`config.mk`:
```
export PLATFORM = sky130hd
export DESIGN_NAME = spi_master_transfer_engine
export DESIGN_NICKNAME = d
export VERILOG_FILES = /design/src/rtl/spi_xfer_pkg.sv /design/src/rtl/spi_master_transfer_engine.sv /design/src/rtl/spi_rx_queue.sv
export SDC_FILE = /design/constraint.sdc
export NUM_CORES = 1
export LEC_CHECK = 0
export CAP_MARGIN = 40
export CORE_MARGIN = 4
export CORE_UTILIZATION = 45
export CTS_CLUSTER_DIAMETER = 30
export DETAILED_ROUTE_END_ITERATION = 10
export DONT_BUFFER_PORTS = 1
export PLACE_DENSITY_LB_ADDON = 0.05
export SYNTH_ARGS = -nofsm -noshare
export SYNTH_HDL_FRONTEND = slang
export SYNTH_SLANG_ARGS = --single-unit
export TNS_END_PERCENT = 5
```
`constraint.sdc`:
```
create_clock -name clk_i -period 6.5 [get_ports clk_i]
set_clock_uncertainty 0.1 [all_clocks]
set_input_delay 0.325 -clock clk_i [delete_from_list [all_inputs] [get_ports clk_i]]
set_output_delay 0.325 -clock clk_i [all_outputs]
set_load 0.05 [all_outputs]
```
`src/rtl/spi_xfer_pkg.sv`:
```
// constants for the serial master transfer engine
package spi_xfer_pkg;
  localparam int WORD_BITS      = 8;
  localparam int SEL_BITS       = 4;
  localparam int DIV_BITS       = 8;
  localparam int DLY_BITS       = 8;
  localparam int RXQ_DEPTH      = 4;
  localparam int RXQ_PTR_BITS   = 2;
  localparam int NUM_SLAVES     = 4;
  localparam logic [SEL_BITS-1:0] SEL_IDLE = 4'hF;
  localparam logic [DIV_BITS-1:0] DIV_RESET = 8'h01;
  localparam logic [DLY_BITS-1:0] DLY_RESET = 8'h00;
  localparam int DLY_UNIT_CYCLES = 32;
  typedef enum logic [1:0] {
    ST_IDLE  = 2'b00,
    ST_SHIFT = 2'b01,
    ST_DELAY = 2'b10
  } xfer_state_e;
endpackage

```
`src/rtl/spi_master_transfer_engine.sv`:
```
// serial master transfer engine: baud generator, holding regs, shifter
`timescale 1ns/1ns
`default_nettype none
module spi_master_transfer_engine
  import spi_xfer_pkg::*;
#(
  parameter int WORD_W = spi_xfer_pkg::WORD_BITS
) (
  input  wire logic                                clk_i,
  input  wire logic                                reset_n_i,
  input  wire logic                                enable_i,
  input  wire logic [spi_xfer_pkg::DIV_BITS-1:0]   baud_div_i,
  input  wire logic [spi_xfer_pkg::NUM_SLAVES-1:0] polarity_i,
  input  wire logic [spi_xfer_pkg::NUM_SLAVES-1:0] clock_phase_select_i,
  input  wire logic [spi_xfer_pkg::DLY_BITS-1:0]   inter_transfer_delay_i,
  input  wire logic                                tx_write_i,
  input  wire logic [WORD_W-1:0]                   tx_data_i,
  input  wire logic [spi_xfer_pkg::SEL_BITS-1:0]   slave_select_field_i,
  input  wire logic                                rx_read_i,
  input  wire logic                                overrun_clear_i,
  input  wire logic                                miso_i,
  output logic                                     mosi_o,
  output logic                                     serial_clock_line_o,
  output logic      [spi_xfer_pkg::SEL_BITS-1:0]   chip_select_n_o,
  output logic      [WORD_W-1:0]                   rx_hold_reg_o,
  output logic      [spi_xfer_pkg::SEL_BITS-1:0]   rx_tag_o,
  output logic                                     tx_hold_empty_flag_o,
  output logic                                     tx_dma_req_o,
  output logic                                     transmission_complete_flag_o,
  output logic                                     rx_full_flag_o,
  output logic                                     overrun_error_flag_o
);
  localparam int CNT_W = $clog2(WORD_W) + 1;
  localparam int QW    = WORD_W + SEL_BITS;
  localparam int DLYC  = DLY_BITS + $clog2(DLY_UNIT_CYCLES);

  // ---------------------------------------------------------------
  // state
  // ---------------------------------------------------------------
  xfer_state_e          state_reg;
  logic [WORD_W-1:0]    tx_hold_reg;
  logic [SEL_BITS-1:0]  tx_sel_reg;
  logic                 hold_full_reg;
  logic [WORD_W-1:0]    shift_reg;
  logic [SEL_BITS-1:0]  cur_sel_reg;
  logic [CNT_W-1:0]     bit_cnt_reg;
  logic [DIV_BITS-1:0]  baud_cnt_reg;
  logic                 sclk_reg;
  logic                 edge_half_reg;
  logic [DLYC-1:0]      delay_cnt_reg;
  logic                 complete_reg;
  logic                 overrun_reg;
  logic                 miso_sample_reg;
  logic                 q_not_empty;
  logic                 q_full;
  logic [QW-1:0]        q_head;

  // ---------------------------------------------------------------
  // decode
  // ---------------------------------------------------------------
  wire [1:0] sel_idx = cur_sel_reg[1:0];
  wire       cpol    = polarity_i[sel_idx];
  wire       cpha_n  = clock_phase_select_i[sel_idx];
  wire       baud_tick = (baud_cnt_reg == '0);
  wire       leading = baud_tick && !edge_half_reg;
  wire       trailing = baud_tick && edge_half_reg;
  // sample on leading edge when phase select high, else trailing
  wire       sample_edge = cpha_n ? leading : trailing;
  wire       change_edge = cpha_n ? trailing : leading;
  wire       last_bit  = (bit_cnt_reg == CNT_W'(WORD_W - 1));
  wire       word_done = (state_reg == ST_SHIFT) && trailing && last_bit;
  wire       have_next = hold_full_reg || tx_write_i;
  wire       start_idle = enable_i && (state_reg == ST_IDLE) && have_next;
  wire       reload = word_done && have_next;
  wire       load_shift = start_idle || reload;
  wire [WORD_W-1:0]   next_word = hold_full_reg ? tx_hold_reg : tx_data_i;
  wire [SEL_BITS-1:0] next_sel  = hold_full_reg ? tx_sel_reg : slave_select_field_i;
  // trailing-edge sampling takes the live input, leading-edge uses the held sample
  wire       rx_bit    = cpha_n ? miso_sample_reg : miso_i;
  wire [WORD_W-1:0]   rx_word   = {shift_reg[WORD_W-2:0], rx_bit};
  // a write clears the empty flag even when the word goes straight to the shifter
  wire       hold_empty = !hold_full_reg && !tx_write_i;
  wire       delay_en  = (inter_transfer_delay_i != '0);
  wire       delay_end = (state_reg == ST_DELAY) && (delay_cnt_reg == '0);
  wire [DLYC-1:0] delay_load = DLYC'(inter_transfer_delay_i) * DLYC'(DLY_UNIT_CYCLES);

  // ---------------------------------------------------------------
  // receive queue
  // ---------------------------------------------------------------
  spi_rx_queue #(
    .WIDTH (QW),
    .DEPTH (RXQ_DEPTH),
    .PTR_W (RXQ_PTR_BITS)
  ) u_rxq (
    .clk_i       (clk_i),
    .reset_n_i   (reset_n_i),
    .push_i      (word_done),
    .push_data_i ({cur_sel_reg, rx_word}),
    .pop_i       (rx_read_i),
    .head_data_o (q_head),
    .not_empty_o (q_not_empty),
    .full_o      (q_full)
  );

  // ---------------------------------------------------------------
  // transmit holding register
  // ---------------------------------------------------------------
  always_ff @(posedge clk_i or negedge reset_n_i) begin
    if (!reset_n_i) begin
      tx_hold_reg   <= '0;
      tx_sel_reg    <= SEL_IDLE;
      hold_full_reg <= 1'b0;
    end else if (tx_write_i && !(load_shift && !hold_full_reg)) begin
      tx_hold_reg   <= tx_data_i;
      tx_sel_reg    <= slave_select_field_i;
      hold_full_reg <= 1'b1;
    end else if (load_shift) begin
      hold_full_reg <= 1'b0;
    end
  end

  // ---------------------------------------------------------------
  // baud generator and serial clock
  // ---------------------------------------------------------------
  always_ff @(posedge clk_i or negedge reset_n_i) begin
    if (!reset_n_i) begin
      baud_cnt_reg  <= DIV_RESET;
      edge_half_reg <= 1'b0;
      sclk_reg      <= 1'b0;
    end else if (state_reg != ST_SHIFT || load_shift) begin
      baud_cnt_reg  <= baud_div_i;
      edge_half_reg <= 1'b0;
      sclk_reg      <= load_shift ? polarity_i[next_sel[1:0]] : cpol;
    end else if (baud_tick) begin
      baud_cnt_reg  <= baud_div_i;
      edge_half_reg <= !edge_half_reg;
      sclk_reg      <= !sclk_reg;
    end else begin
      baud_cnt_reg  <= baud_cnt_reg - 1'b1;
    end
  end

  // ---------------------------------------------------------------
  // shifter and sequencer
  // ---------------------------------------------------------------
  always_ff @(posedge clk_i or negedge reset_n_i) begin
    if (!reset_n_i) begin
      state_reg       <= ST_IDLE;
      shift_reg       <= '0;
      cur_sel_reg     <= SEL_IDLE;
      bit_cnt_reg     <= '0;
      delay_cnt_reg   <= '0;
      miso_sample_reg <= 1'b0;
    end else begin
      if (sample_edge && state_reg == ST_SHIFT) begin
        miso_sample_reg <= miso_i;
      end
      case (state_reg)
        ST_IDLE: begin
          if (start_idle) begin
            shift_reg   <= next_word;
            cur_sel_reg <= next_sel;
            bit_cnt_reg <= '0;
            state_reg   <= ST_SHIFT;
          end
        end
        ST_SHIFT: begin
          if (reload) begin
            shift_reg   <= next_word;
            cur_sel_reg <= next_sel;
            bit_cnt_reg <= '0;
          end else if (word_done) begin
            delay_cnt_reg <= delay_load;
            state_reg     <= delay_en ? ST_DELAY : ST_IDLE;
          end else if (trailing) begin
            shift_reg   <= {shift_reg[WORD_W-2:0], rx_bit};
            bit_cnt_reg <= bit_cnt_reg + 1'b1;
          end else if (change_edge) begin
            shift_reg   <= shift_reg;
          end
        end
        ST_DELAY: begin
          if (delay_end) begin
            state_reg <= ST_IDLE;
          end else begin
            delay_cnt_reg <= delay_cnt_reg - 1'b1;
          end
        end
        default: begin
          state_reg <= ST_IDLE;
        end
      endcase
    end
  end

  // ---------------------------------------------------------------
  // status flags and registered outputs
  // ---------------------------------------------------------------
  wire now_idle = (state_reg == ST_IDLE && !start_idle) ||
                  (word_done && !have_next && !delay_en) || delay_end;

  always_ff @(posedge clk_i or negedge reset_n_i) begin
    if (!reset_n_i) begin
      complete_reg <= 1'b1;
      overrun_reg  <= 1'b0;
    end else begin
      complete_reg <= now_idle && !hold_full_reg && !tx_write_i;
      if (word_done && q_full && !rx_read_i) begin
        overrun_reg <= 1'b1;
      end else if (overrun_clear_i) begin
        overrun_reg <= 1'b0;
      end
    end
  end

  always_ff @(posedge clk_i or negedge reset_n_i) begin
    if (!reset_n_i) begin
      mosi_o                       <= 1'b0;
      serial_clock_line_o          <= 1'b0;
      chip_select_n_o              <= SEL_IDLE;
      rx_hold_reg_o                <= '0;
      rx_tag_o                     <= '0;
      tx_hold_empty_flag_o         <= 1'b1;
      tx_dma_req_o                 <= 1'b1;
      transmission_complete_flag_o <= 1'b1;
      rx_full_flag_o               <= 1'b0;
      overrun_error_flag_o         <= 1'b0;
    end else begin
      mosi_o                       <= shift_reg[WORD_W-1];
      serial_clock_line_o          <= sclk_reg;
      chip_select_n_o              <= (state_reg == ST_SHIFT) ? cur_sel_reg : SEL_IDLE;
      rx_hold_reg_o                <= q_head[WORD_W-1:0];
      rx_tag_o                     <= q_head[QW-1:WORD_W];
      tx_hold_empty_flag_o         <= hold_empty;
      tx_dma_req_o                 <= hold_empty;
      transmission_complete_flag_o <= complete_reg;
      rx_full_flag_o               <= q_not_empty;
      overrun_error_flag_o         <= overrun_reg;
    end
  end
endmodule
`default_nettype wire

```
`src/rtl/spi_rx_queue.sv`:
```
// four-entry receive queue holding received word and slave tag
`timescale 1ns/1ns
`default_nettype none
module spi_rx_queue #(
  parameter int WIDTH = 12,
  parameter int DEPTH = 4,
  parameter int PTR_W = 2
) (
  input  wire logic             clk_i,
  input  wire logic             reset_n_i,
  input  wire logic             push_i,
  input  wire logic [WIDTH-1:0] push_data_i,
  input  wire logic             pop_i,
  output logic      [WIDTH-1:0] head_data_o,
  output logic                  not_empty_o,
  output logic                  full_o
);
  logic [WIDTH-1:0] mem_reg [DEPTH];
  logic [PTR_W-1:0] wr_ptr_reg;
  logic [PTR_W-1:0] rd_ptr_reg;
  logic [PTR_W:0]   count_reg;
  wire              do_pop  = pop_i && (count_reg != '0);
  wire              do_push = push_i && (count_reg != (PTR_W+1)'(DEPTH) || do_pop);
  wire  [PTR_W-1:0] rd_next = do_pop ? rd_ptr_reg + 1'b1 : rd_ptr_reg;

  always_ff @(posedge clk_i) begin
    if (do_push) begin
      mem_reg[wr_ptr_reg] <= push_data_i;
    end
  end

  always_ff @(posedge clk_i or negedge reset_n_i) begin
    if (!reset_n_i) begin
      wr_ptr_reg  <= '0;
      rd_ptr_reg  <= '0;
      count_reg   <= '0;
      head_data_o <= '0;
    end else begin
      if (do_push) begin
        wr_ptr_reg <= wr_ptr_reg + 1'b1;
      end
      rd_ptr_reg <= rd_next;
      count_reg  <= count_reg + (PTR_W+1)'(do_push) - (PTR_W+1)'(do_pop);
      // registered head: bypass when queue runs empty and a push arrives
      if (do_push && (count_reg == (PTR_W+1)'(do_pop)) ) begin
        head_data_o <= push_data_i;
      end else begin
        head_data_o <= mem_reg[rd_next];
      end
    end
  end

  assign not_empty_o = (count_reg != '0);
  assign full_o      = (count_reg == (PTR_W+1)'(DEPTH));
endmodule
`default_nettype wire

```
* Word level (Yosys, flattened, before mapping) *
Memory sizes are Yosys's and may differ from the RTL's.
Cells that the tools add are included.

cells by class
  add/subtract/negate cells = 7
  order comparisons = 2
  equality and inequality tests = 15
  muxes and demuxes = 49
  reductions and logical operators = 51

operators with widths
  cell                                                count
  two-way mux 8 bit                                   7
  two-way mux 13 bit                                  3
  two-way mux 4 bit                                   8
  case mux 13 bit (2 select lines)                    1
  logical AND 1 bit                                   22
  two-way mux 1 bit                                   16
  case mux 4 bit (2 select lines)                     2
  case mux 8 bit (2 select lines)                     1
  zero test 13 bit                                    1
  subtractor 13 x 1 -> 13 bit, second input constant  1
  two-way mux 12 bit                                  1
  two-way mux 2 bit                                   6
  AND reduction 4 bit                                 3
  inequality test 2 bit, second input constant        5
  nonzero test 2 bit                                  5
  zero test 1 bit                                     9
  inequality test 3 bit, second input constant        3
  zero test 8 bit                                     1
  nonzero test 8 bit                                  1
  subtractor 8 x 1 -> 8 bit, second input constant    1
  binary-select mux 1 bit (select 2 bit)              3
  logical OR 1 bit                                    6
  < comparator 2 x 3 -> 1 bit, second input constant  2
  case mux 2 bit (3 select lines)                     1
  13 further kinds                                    15

word-level totals
  flip-flop bits (word level) = 98
  bits in writable memories = 48
  input port bits = 43
  output and inout port bits = 23
  logic and storage cells = 152
  memories kept = 1

memories
  memory         words  bits a word  rd ports  clocked after Yosys merged registers in  write ports  RTL line            RTL
  u_rxq.mem_reg  4      12           1         0                                        1            spi_rx_queue.sv:18  logic [WIDTH-1:0] mem_reg [DEPTH];

* Depth between registers and ports, before layout *
Gate-level depths: netlist (run 1).

  depth in word-level cells = 10
  depth in mapped cells = 9
  depth with buffers taken out = 8

* Cells and area by module *
From an unflattened synthesis (run 1), not the netlist that was laid out.

second synthesis, totals
  cell total of the unflattened synthesis = 507
  area total of the unflattened synthesis = 6465.0 um^2

by module, submodules not included
  module                      times used  cells each  area each (um^2)  sequential area each (um^2)
  spi_master_transfer_engine  1           335         3674.8            1996.9
  spi_rx_queue                1           172         2790.2            1916.8

* Worst setup path after synthesis (run 1) *
OpenSTA, ideal clock, no wires.

  kind = flip-flop to flip-flop
  start point = register u_rxq.count_reg[1]
  end point = register u_rxq.count_reg[2]
  library setup time = 0.123 ns
  arrival time = 2.159 ns
  required time = 6.277 ns
  path slack = 4.118 ns
  cell stages (with the launch flop) = 7
  path buffers = 1
  clock period less this slack = 2.382 ns
  cell sequence = dfrtp_1 -> or4b_2 -> nor2b_1 -> clkbuf_1 -> ha_1 -> fa_1 -> xnor2_1

between the ends
  cells in the longest elaborated chain, start to end = 6
  elaborated cells on any way between the ends = 7
  classes of those cells = add/sub (2); eq/ne (1); reduce/logical (4)

ends and longest elaborated chain
  item                           RTL line            RTL
  start: declaration             spi_rx_queue.sv:21  logic [PTR_W:0] count_reg;
  start signal: assignment       spi_rx_queue.sv:43  count_reg <= count_reg + (PTR_W+1)'(do_push) - (PTR_W+1)'(do_pop);
  nonzero test 3 bit             spi_rx_queue.sv:22  wire do_pop = pop_i && (count_reg != '0);
  logical AND 1 bit              spi_rx_queue.sv:22
  logical OR 1 bit (*)           spi_rx_queue.sv:23  wire do_push = push_i && (count_reg != (PTR_W+1)'(DEPTH) || do_pop);
  logical AND 1 bit (*)          spi_rx_queue.sv:23
  named net u_rxq.do_push        spi_rx_queue.sv:23
  adder 3 x 1 -> 3 bit (*)       spi_rx_queue.sv:43
  subtractor 3 x 1 -> 3 bit (*)  spi_rx_queue.sv:43

The timed path passes the listed nets; every way through them passes the cells marked *.
A chain may end at the register's enable or synchronous reset.

* Worst setup path in the final report (run 1) *
  start point = register baud_cnt_reg[1]
  end point = memory u_rxq.mem_reg[0][5] (enable)

between the ends
  cells in the longest elaborated chain, start to end = 7

ends and longest elaborated chain
  item                                     RTL line                           RTL
  start: declaration                       spi_master_transfer_engine.sv:47   logic [DIV_BITS-1:0] baud_cnt_reg;
  start signal: assignment                 spi_master_transfer_engine.sv:131  baud_cnt_reg <= baud_div_i;
  start signal: assignment                 spi_master_transfer_engine.sv:135  baud_cnt_reg <= baud_div_i;
  start signal: assignment                 spi_master_transfer_engine.sv:139  baud_cnt_reg <= baud_cnt_reg - 1'b1;
  zero test 8 bit                          spi_master_transfer_engine.sv:64   wire baud_tick = (baud_cnt_reg == '0);
  logical AND 1 bit                        spi_master_transfer_engine.sv:66   wire trailing = baud_tick && edge_half_reg;
  logical AND 1 bit (2 in series)          spi_master_transfer_engine.sv:71   wire word_done = (state_reg == ST_SHIFT) && trailing && last_bit;
  logical AND 1 bit                        spi_rx_queue.sv:23
  two-way mux 1 bit                        spi_rx_queue.sv:27                 if (do_push) begin
  two-way mux 1 bit (implied by the code)  spi_rx_queue.sv:28                 mem_reg[wr_ptr_reg] <= push_data_i;
  end: declaration                         spi_rx_queue.sv:18

Every way passes these cells.

==> results of run 1 <==
## cell families after synthesis
group           after synthesis
buf+inv                      40
compound gates              101
mux                          55
simple gates                128
flops                       146
fa+ha+maj                    13
xor+xnor                     16
## through the flow
stage                      util  setup slack [ns]  instance area, um^2  hold WS, ns
after floorplan               -              4.12                 6500      -0.0706
after global placement    0.471              3.66                 6620      -0.0682
after detailed placement  0.473              3.75                 6650      -0.0674
after CTS                 0.537              3.73                 7540      0.00389
after global routing      0.537              3.55                 7540       0.0375
final                     0.537              3.82                 7540       0.0194
## per-layer routing
layer / wire length, um / share of wire
met1: 5670 / 0.45
met2: 6270 / 0.50
met3: 481 / 0.038
met4: 243 / 0.019
met5: 0 / 0
## final timing paths
check,to,slack [ns],depth (start not counted)
hold reg to reg,rx_hold_reg_o[0],0.25,0
setup / recovery,u_rxq.mem_reg[0][5],3.82,6
min in group asynchronous,u_rxq.head_data_o[10],0.38,2
setup reg to reg,u_rxq.mem_reg[0][5],3.82,6
hold / removal,state_reg[0],0.02,2
max in group asynchronous,tx_dma_req_o,5.47,2
## power groups by stage
stage               clock network (mW)  logic [mW]  registers (mW)
finish                           0.920       0.597            1.48
global route                     0.981       0.675            1.51
CTS                              0.941       0.611            1.48
detailed placement                   0       0.575            1.50
global placement                     0       0.558            1.50
floorplan                            0       0.470            1.46
## layout by cell type (no fill, tap or decap), types with 9 or more instances in the layout
| master | Yosys | final |
|---|---|---|
| dlygate4sd3_1 | 0 | 30 |
| clkbuf_16 | 0 | 17 |
| nor2_1 | 18 | 18 |
| o21ai_0 | 28 | 28 |
| ha_1 | 11 | 11 |
| edfxtp_1 | 48 | 48 |
| mux2i_1 | 32 | 32 |
| a21o_1 | 13 | 13 |
| dfrtp_1 | 82 | 82 |
| mux2_2 | 21 | 21 |
| nand2_1 | 35 | 35 |
| nor2b_1 | 17 | 17 |
| xnor2_1 | 9 | 9 |
| a21oi_1 | 13 | 13 |
| inv_1 | 17 | 17 |
| a211oi_1 | 25 | 25 |
| dfstp_2 | 16 | 16 |
## final cells by class
cell class	count	area, um^2	share of cell area
clock buffers	19	453	0.0601
clock inverters	13	110	0.0146
inverters	17	63.8	0.00847
multi-input cells	313	2390	0.318
flip-flops and latches	146	3910	0.519
well taps	180	225	0.0299
repair buffers	37	377	0.0500
## what timing repair did
action | CTS | global route
hold buffers | 31 | 0
endpoints found under the hold margin | 129 | 0
setup buffers | 0 | 0
==> impl_metrics.json, run 1 <==
{
  "outcome": "finished clean",
  "synth-adder-area-share": 0.0258,
  "top_usage_layer": "met2",
  "setup_tns_ns": 0,
  "power_density_nw_per_um2": 397,
  "synth-simple-area-share": 0.121,
  "clk_pin_slew_ns": 0.06,
  "stdcell_count": 725,
  "timing.final.crit_share": 0.412,
  "clkPwrFrac": 0.307,
  "critical_path_class": "reg -> reg",
  "arrival_ns": 2.63,
  "drtIter0Drc": 225,
  "grt_pass1_wl_mm": 21.4,
  "syn_area_per_cell_um2": 13.0,
  "ant_nets": 0,
  "final_net_count": 587,
  "synth-seq-area-share": 0.602,
  "yosys_warnings": 0,
  "combPwrFrac": 0.199,
  "worst_ep_required_time_ns": 6.45,
  "synth.most_common_cell": "dfrtp_1",
  "clock_insertion_delay_worst_skew_ns": 0.42,
  "synth_fp_nets": 554,
  "switching_share": 0.338,
  "synth_xor_area_frac": 0.0239,
  "grt.met2_usage": 0.274,
  "num_vias": 3907,
  "place_congestion": 0.854,
  "ys_top_cells_by_area": "dfrtp_1, edfxtp_1, dfstp_2",
  "dieArea_um2": 16400,
  "synth_edf_count": 48,
  "grt.met3_usage": 0.0438,
  "cp_max_fo": 12,
  "io_pins": 66,
  "synth_cells": 499,
  "drive_above_1_share": 0.176,
  "hold_viol": 0,
  "ys_types": 66,
  "htree_levels": 4,
  "leakage_nw": 3.04,
  "drc_errors": 0,
  "cp-startpoint": "baud_cnt_reg[1]",
  "post_cts_resized": 0,
  "grt_pass1_vias": 4127,
  "yosys-top-cells-count": "dfrtp_1, edfxtp_1, nand2_1",
  "synth_top_area_share": 0.316,
  "ir_worst_vdd_v": 0.000200,
  "synth-seq-cells": 146,
  "synth_top_family_by_area": "simple AND/OR/NAND/NOR gates",
  "synth_area_um2": 6500,
  "hp-class": "in -> reg",
  "yosys.area.top_type": "dfrtp_1",
  "largest_reg_flops": 48,
  "initial_core_util": 0.463,
  "wire_per_inst_um": 17.5,
  "rsz0062_at_grt": "false",
  "synth_mux_area_frac": 0.0908,
  "clockRootBuffer": "clkbuf_16",
  "rows": 43,
  "final.min_clock_period_ns": 2.68,
  "pwr-share-seq": 0.494,
  "path_delay_family": "simple AND/OR/NAND/NOR gates",
  "clockBufferDepth": 2,
  "core_um2": 14000,
  "grt_start_max_net_pins": 99,
  "cts_tree": "yes",
  "worst_pin_slew_ns": 0.825,
  "fillerInstances": 1170,
  "p_int_mw": 1.98,
  "antenna_cells": 0,
  "drv_cap": 0,
  "startpoint_type": "register",
  "cts_buffers": 17,
  "p_switching_mw": 1.01,
  "relSlewSlack": 0.450,
  "synth_compound_area_frac": 0.107,
  "fp.dieW_um": 128,
  "async_reset_ff_frac": 0.671,
  "grt_usage": 0.169,
  "wirelength_mm": 12.7,
  "synthToLayoutAreaGrowth_pct": 15.9,
  "detailed_place_hpwl_mm": 8.40,
  "slew_violations": 0,
  "setup_violations": 0,
  "end_kind": "register",
  "port_buffers": 0,
  "cpMaxStageDelayCell": "and2_1",
  "routed_via_density": 5.39,
  "gr-total-overflow": 0,
  "drt_first_pass_iters": 4,
  "antenna_found_initial": 0,
  "clock_sinks": 146,
  "dieHeight_um": 128,
  "min_from": "enable_i",
  "ys.flop_type": "dfrtp_1",
  "clock.fmax_ghz": 0.373,
  "dp.cells": 662,
  "path_cells": "inv_1 > ha_1 > and3b_1 > nand4_4 > nor2b_1 > and2_1",
  "cp_slowest_stage_delay_ns": 0.60,
  "total_power_mw": 3.00,
  "grtUsageMet1": 0.217,
  "timing.rr.start": "baud_cnt_reg[1]",
  "cp_num_buf_inv": 1
}
No activity file was read; power rests on OpenSTA's default activity.
==> run 2, diff against run 1 <==
--- a/config.mk
+++ b/config.mk
@@ -5,6 +5,7 @@
 export SDC_FILE = /design/constraint.sdc
 export NUM_CORES = 1
 export LEC_CHECK = 0
+export ABC_AREA = 1
 export CAP_MARGIN = 40
 export CORE_MARGIN = 4
 export CORE_UTILIZATION = 45
==> constraint.sdc (replaced) <==
create_clock -name clk_i -period 2.5 [get_ports clk_i]
set_clock_uncertainty 0.1 [all_clocks]
set_input_delay 0.125 -clock clk_i [delete_from_list [all_inputs] [get_ports clk_i]]
set_output_delay 0.125 -clock clk_i [all_outputs]
set_load 0.05 [all_outputs]
==> impl_metrics.json, run 2 <==
{
  "core_um2": 14600,
  "clock_sinks": 146,
  "synth_mux_area_frac": 0.0119,
  "final.min_clock_period_ns": 2.29,
  "syn_area_per_cell_um2": 9.31,
  "utilization": 0.549,
  "fp.dieW_um": 130,
  "drv_cap": 0,
  "initial_core_util": 0.462,
  "synth_top_family_by_area": "simple AND/OR/NAND/NOR gates",
  "setup_tns_ns": 0,
  "hp-class": "in -> reg",
  "critical_path_class": "reg -> reg",
  "seq_area_um2": 3910,
  "timing.final.crit_share": 0.917,
  "async_reset_ff_frac": 0.671,
  "synth_cells": 724,
  "ant_nets": 0,
  "worst_pin_slew_ns": 0.539,
  "dieHeight_um": 130,
  "largest_reg_flops": 48,
  "yosys-top-cells-count": "nand2_1, inv_1, dfrtp_1",
  "synth_area_um2": 6740,
  "synth_edf_count": 48,
  "synth.most_common_cell": "nand2_1",
  "cp-startpoint": "baud_cnt_reg[0]",
  "num_vias": 4835,
  "ys_top_cells_by_area": "dfrtp_1, edfxtp_1, nand2_1",
  "ys.flop_type": "dfrtp_1",
  "final_net_count": 834,
  "htree_levels": 4,
  "synth-seq-area-share": 0.580,
  "synth_fp_nets": 779,
  "clock.fmax_ghz": 0.436,
  "io_pins": 66,
  "dieArea_um2": 17000,
  "cp_max_fo": 7,
  "synth-simple-area-share": 0.226,
  "yosys.area.top_type": "dfrtp_1",
  "worst_ep_required_time_ns": 2.71,
  "timing.rr.start": "baud_cnt_reg[0]",
  "cts_tree": "yes",
  "grt_pass1_vias": 4805,
  "rows": 44,
  "grt_start_max_net_pins": 99,
  "wire_per_inst_um": 14.4,
  "end_kind": "register",
  "cts_buffers": 17,
  "setup_violations": 0,
  "port_buffers": 0,
  "antenna_cells": 0,
  "hold_viol": 0,
  "rsz0062_at_grt": "false",
  "synth_top_area_share": 0.304,
  "drc_errors": 0,
  "drt_first_pass_iters": 4,
  "drive_above_1_share": 0.125,
  "multi_input_area_um2": 2370,
  "relSlewSlack": 0.640,
  "synth-adder-area-share": 0.0234,
  "ys_types": 37,
  "yosys_warnings": 0,
  "outcome": "finished clean",
  "clockBufferDepth": 2,
  "grt_usage": 0.181,
  "min_from": "inter_transfer_delay_i[5]",
  "clk_pin_slew_ns": 0.06,
  "clockRootBuffer": "clkbuf_16",
  "power_density_nw_per_um2": 1220,
  "slew_violations": 0,
  "synth-seq-cells": 146,
  "synth_compound_area_frac": 0.0720,
  "ir_worst_vdd_v": 0.000505,
  "place_congestion": 0.841,
  "antenna_found_initial": 0,
  "wirelength_mm": 14.1,
  "drtIter0Drc": 281,
  "grt_pass1_wl_mm": 24.0,
  "layout_common_cells": "nand2_1, inv_1, dfrtp_1, nand3_1, edfxtp_1",
  "detailed_place_hpwl_mm": 9.62,
  "synth_xor_area_frac": 0.0156,
  "fillerInstances": 1292,
  "synthToLayoutAreaGrowth_pct": 18.8,
  "arrival_ns": 2.50,
  "leakage_nw": 3.72,
  "gr-total-overflow": 0,
  "final_common_cell": "nand2_1",
  "clock_insertion_delay_worst_skew_ns": 0.42,
  "startpoint_type": "register",
  "routed_via_density": 4.95
}
==> run 2: changes by cell type after synthesis, sizes merged, moves of 15 or more <==
cell | previous run | this run
o21ai | 31 | 52
o211ai | 0 | 16
a211oi | 25 | 0
nand3 | 4 | 51
nand2 | 35 | 223
inv | 17 | 89
nor2b | 17 | 0
nor2 | 18 | 42
mux2 | 22 | 0
mux2i | 32 | 8
or2 | 1 | 16
==> run 2: kinds of logic (layout without fill, tap and decap cells) <==
group / after synthesis / count (layout)
AOI/OAI and AO/OA: 88 / 88
xor gates and xnor gates: 12 / 12
adders and majority gates: 12 / 12
buffers and inverters: 113 / 181
DFF: 146 / 146
muxes: 8 / 8
and+or+nand+nor: 345 / 345
==> run 2: metal layers <==
metal / global-route usage / part of all wire
met5: 0 / 0
met1: 0.242 / 0.46
met2: 0.288 / 0.48
met3: 0.0419 / 0.036
met4: 0.0690 / 0.019
==> run 2: where the power goes <==
group / internal [mW] / leakage, nW / switching, mW
Combinational: 1.05 / 1.85 / 1.84
Clock: 1.39 / 0.269 / 1.07
Sequential: 3.29 / 1.60 / 1.10
Total: 5.73 / 3.72 / 4.01
==> run 2: worst paths after layout <==
path                            cells after the start                    to  slack, ns
max in group asynchronous                           2      rx_hold_reg_o[5]       1.67
worst max-delay path                               11    u_rxq.count_reg[2]       0.21
worst max register to register                     11    u_rxq.count_reg[2]       0.21
worst min register to register                      0           rx_tag_o[2]       0.25
min in group asynchronous                           2  u_rxq.head_data_o[3]       0.15
worst min-delay path                                4          state_reg[1]       0.04
==> run 2: final cells by class <==
class	instances	share of cell area
clock buffers	17	0.0531
clock inverters	15	0.0187
inverters	90	0.0422
multi-input cells	465	0.296
flip-flops and latches	146	0.488
well taps	184	0.0287
repair buffers	59	0.0731
==> run 2: stage by stage <==
stage,power (mW),cells,hold WS (ns),cell area [um^2],worst slack [ns]
floorplan,6.53,724,-0.271,6740,0.115
global placement,7.19,897,-0.268,6940,0.206
detailed placement,7.24,897,-0.268,6940,0.159
CTS,9.83,974,0.0310,7980,0.0532
global route,10.5,976,0.0755,8010,0.0206
finish,9.74,976,0.0428,8010,0.207
==> run 2: repair_timing <==
item	4_1_cts	5_1_grt
hold buffers	45	0
endpoints found under the hold margin	144	0
endpoints found under the setup margin	0	9
setup buffers	0	2
resized for setup	0	3
==> run 2: worst max-delay path, cell delays in order (launching register included) <==
cell and delay (ns):
dfstp_2 0.54, inv_1 0.05, ha_1 0.19, nand3_1 0.14
nor2_4 0.07, nand2_2 0.09, inv_2 0.05, nand2_1 0.14
nor2_4 0.09, ha_1 0.21, fa_1 0.38, xnor2_1 0.13
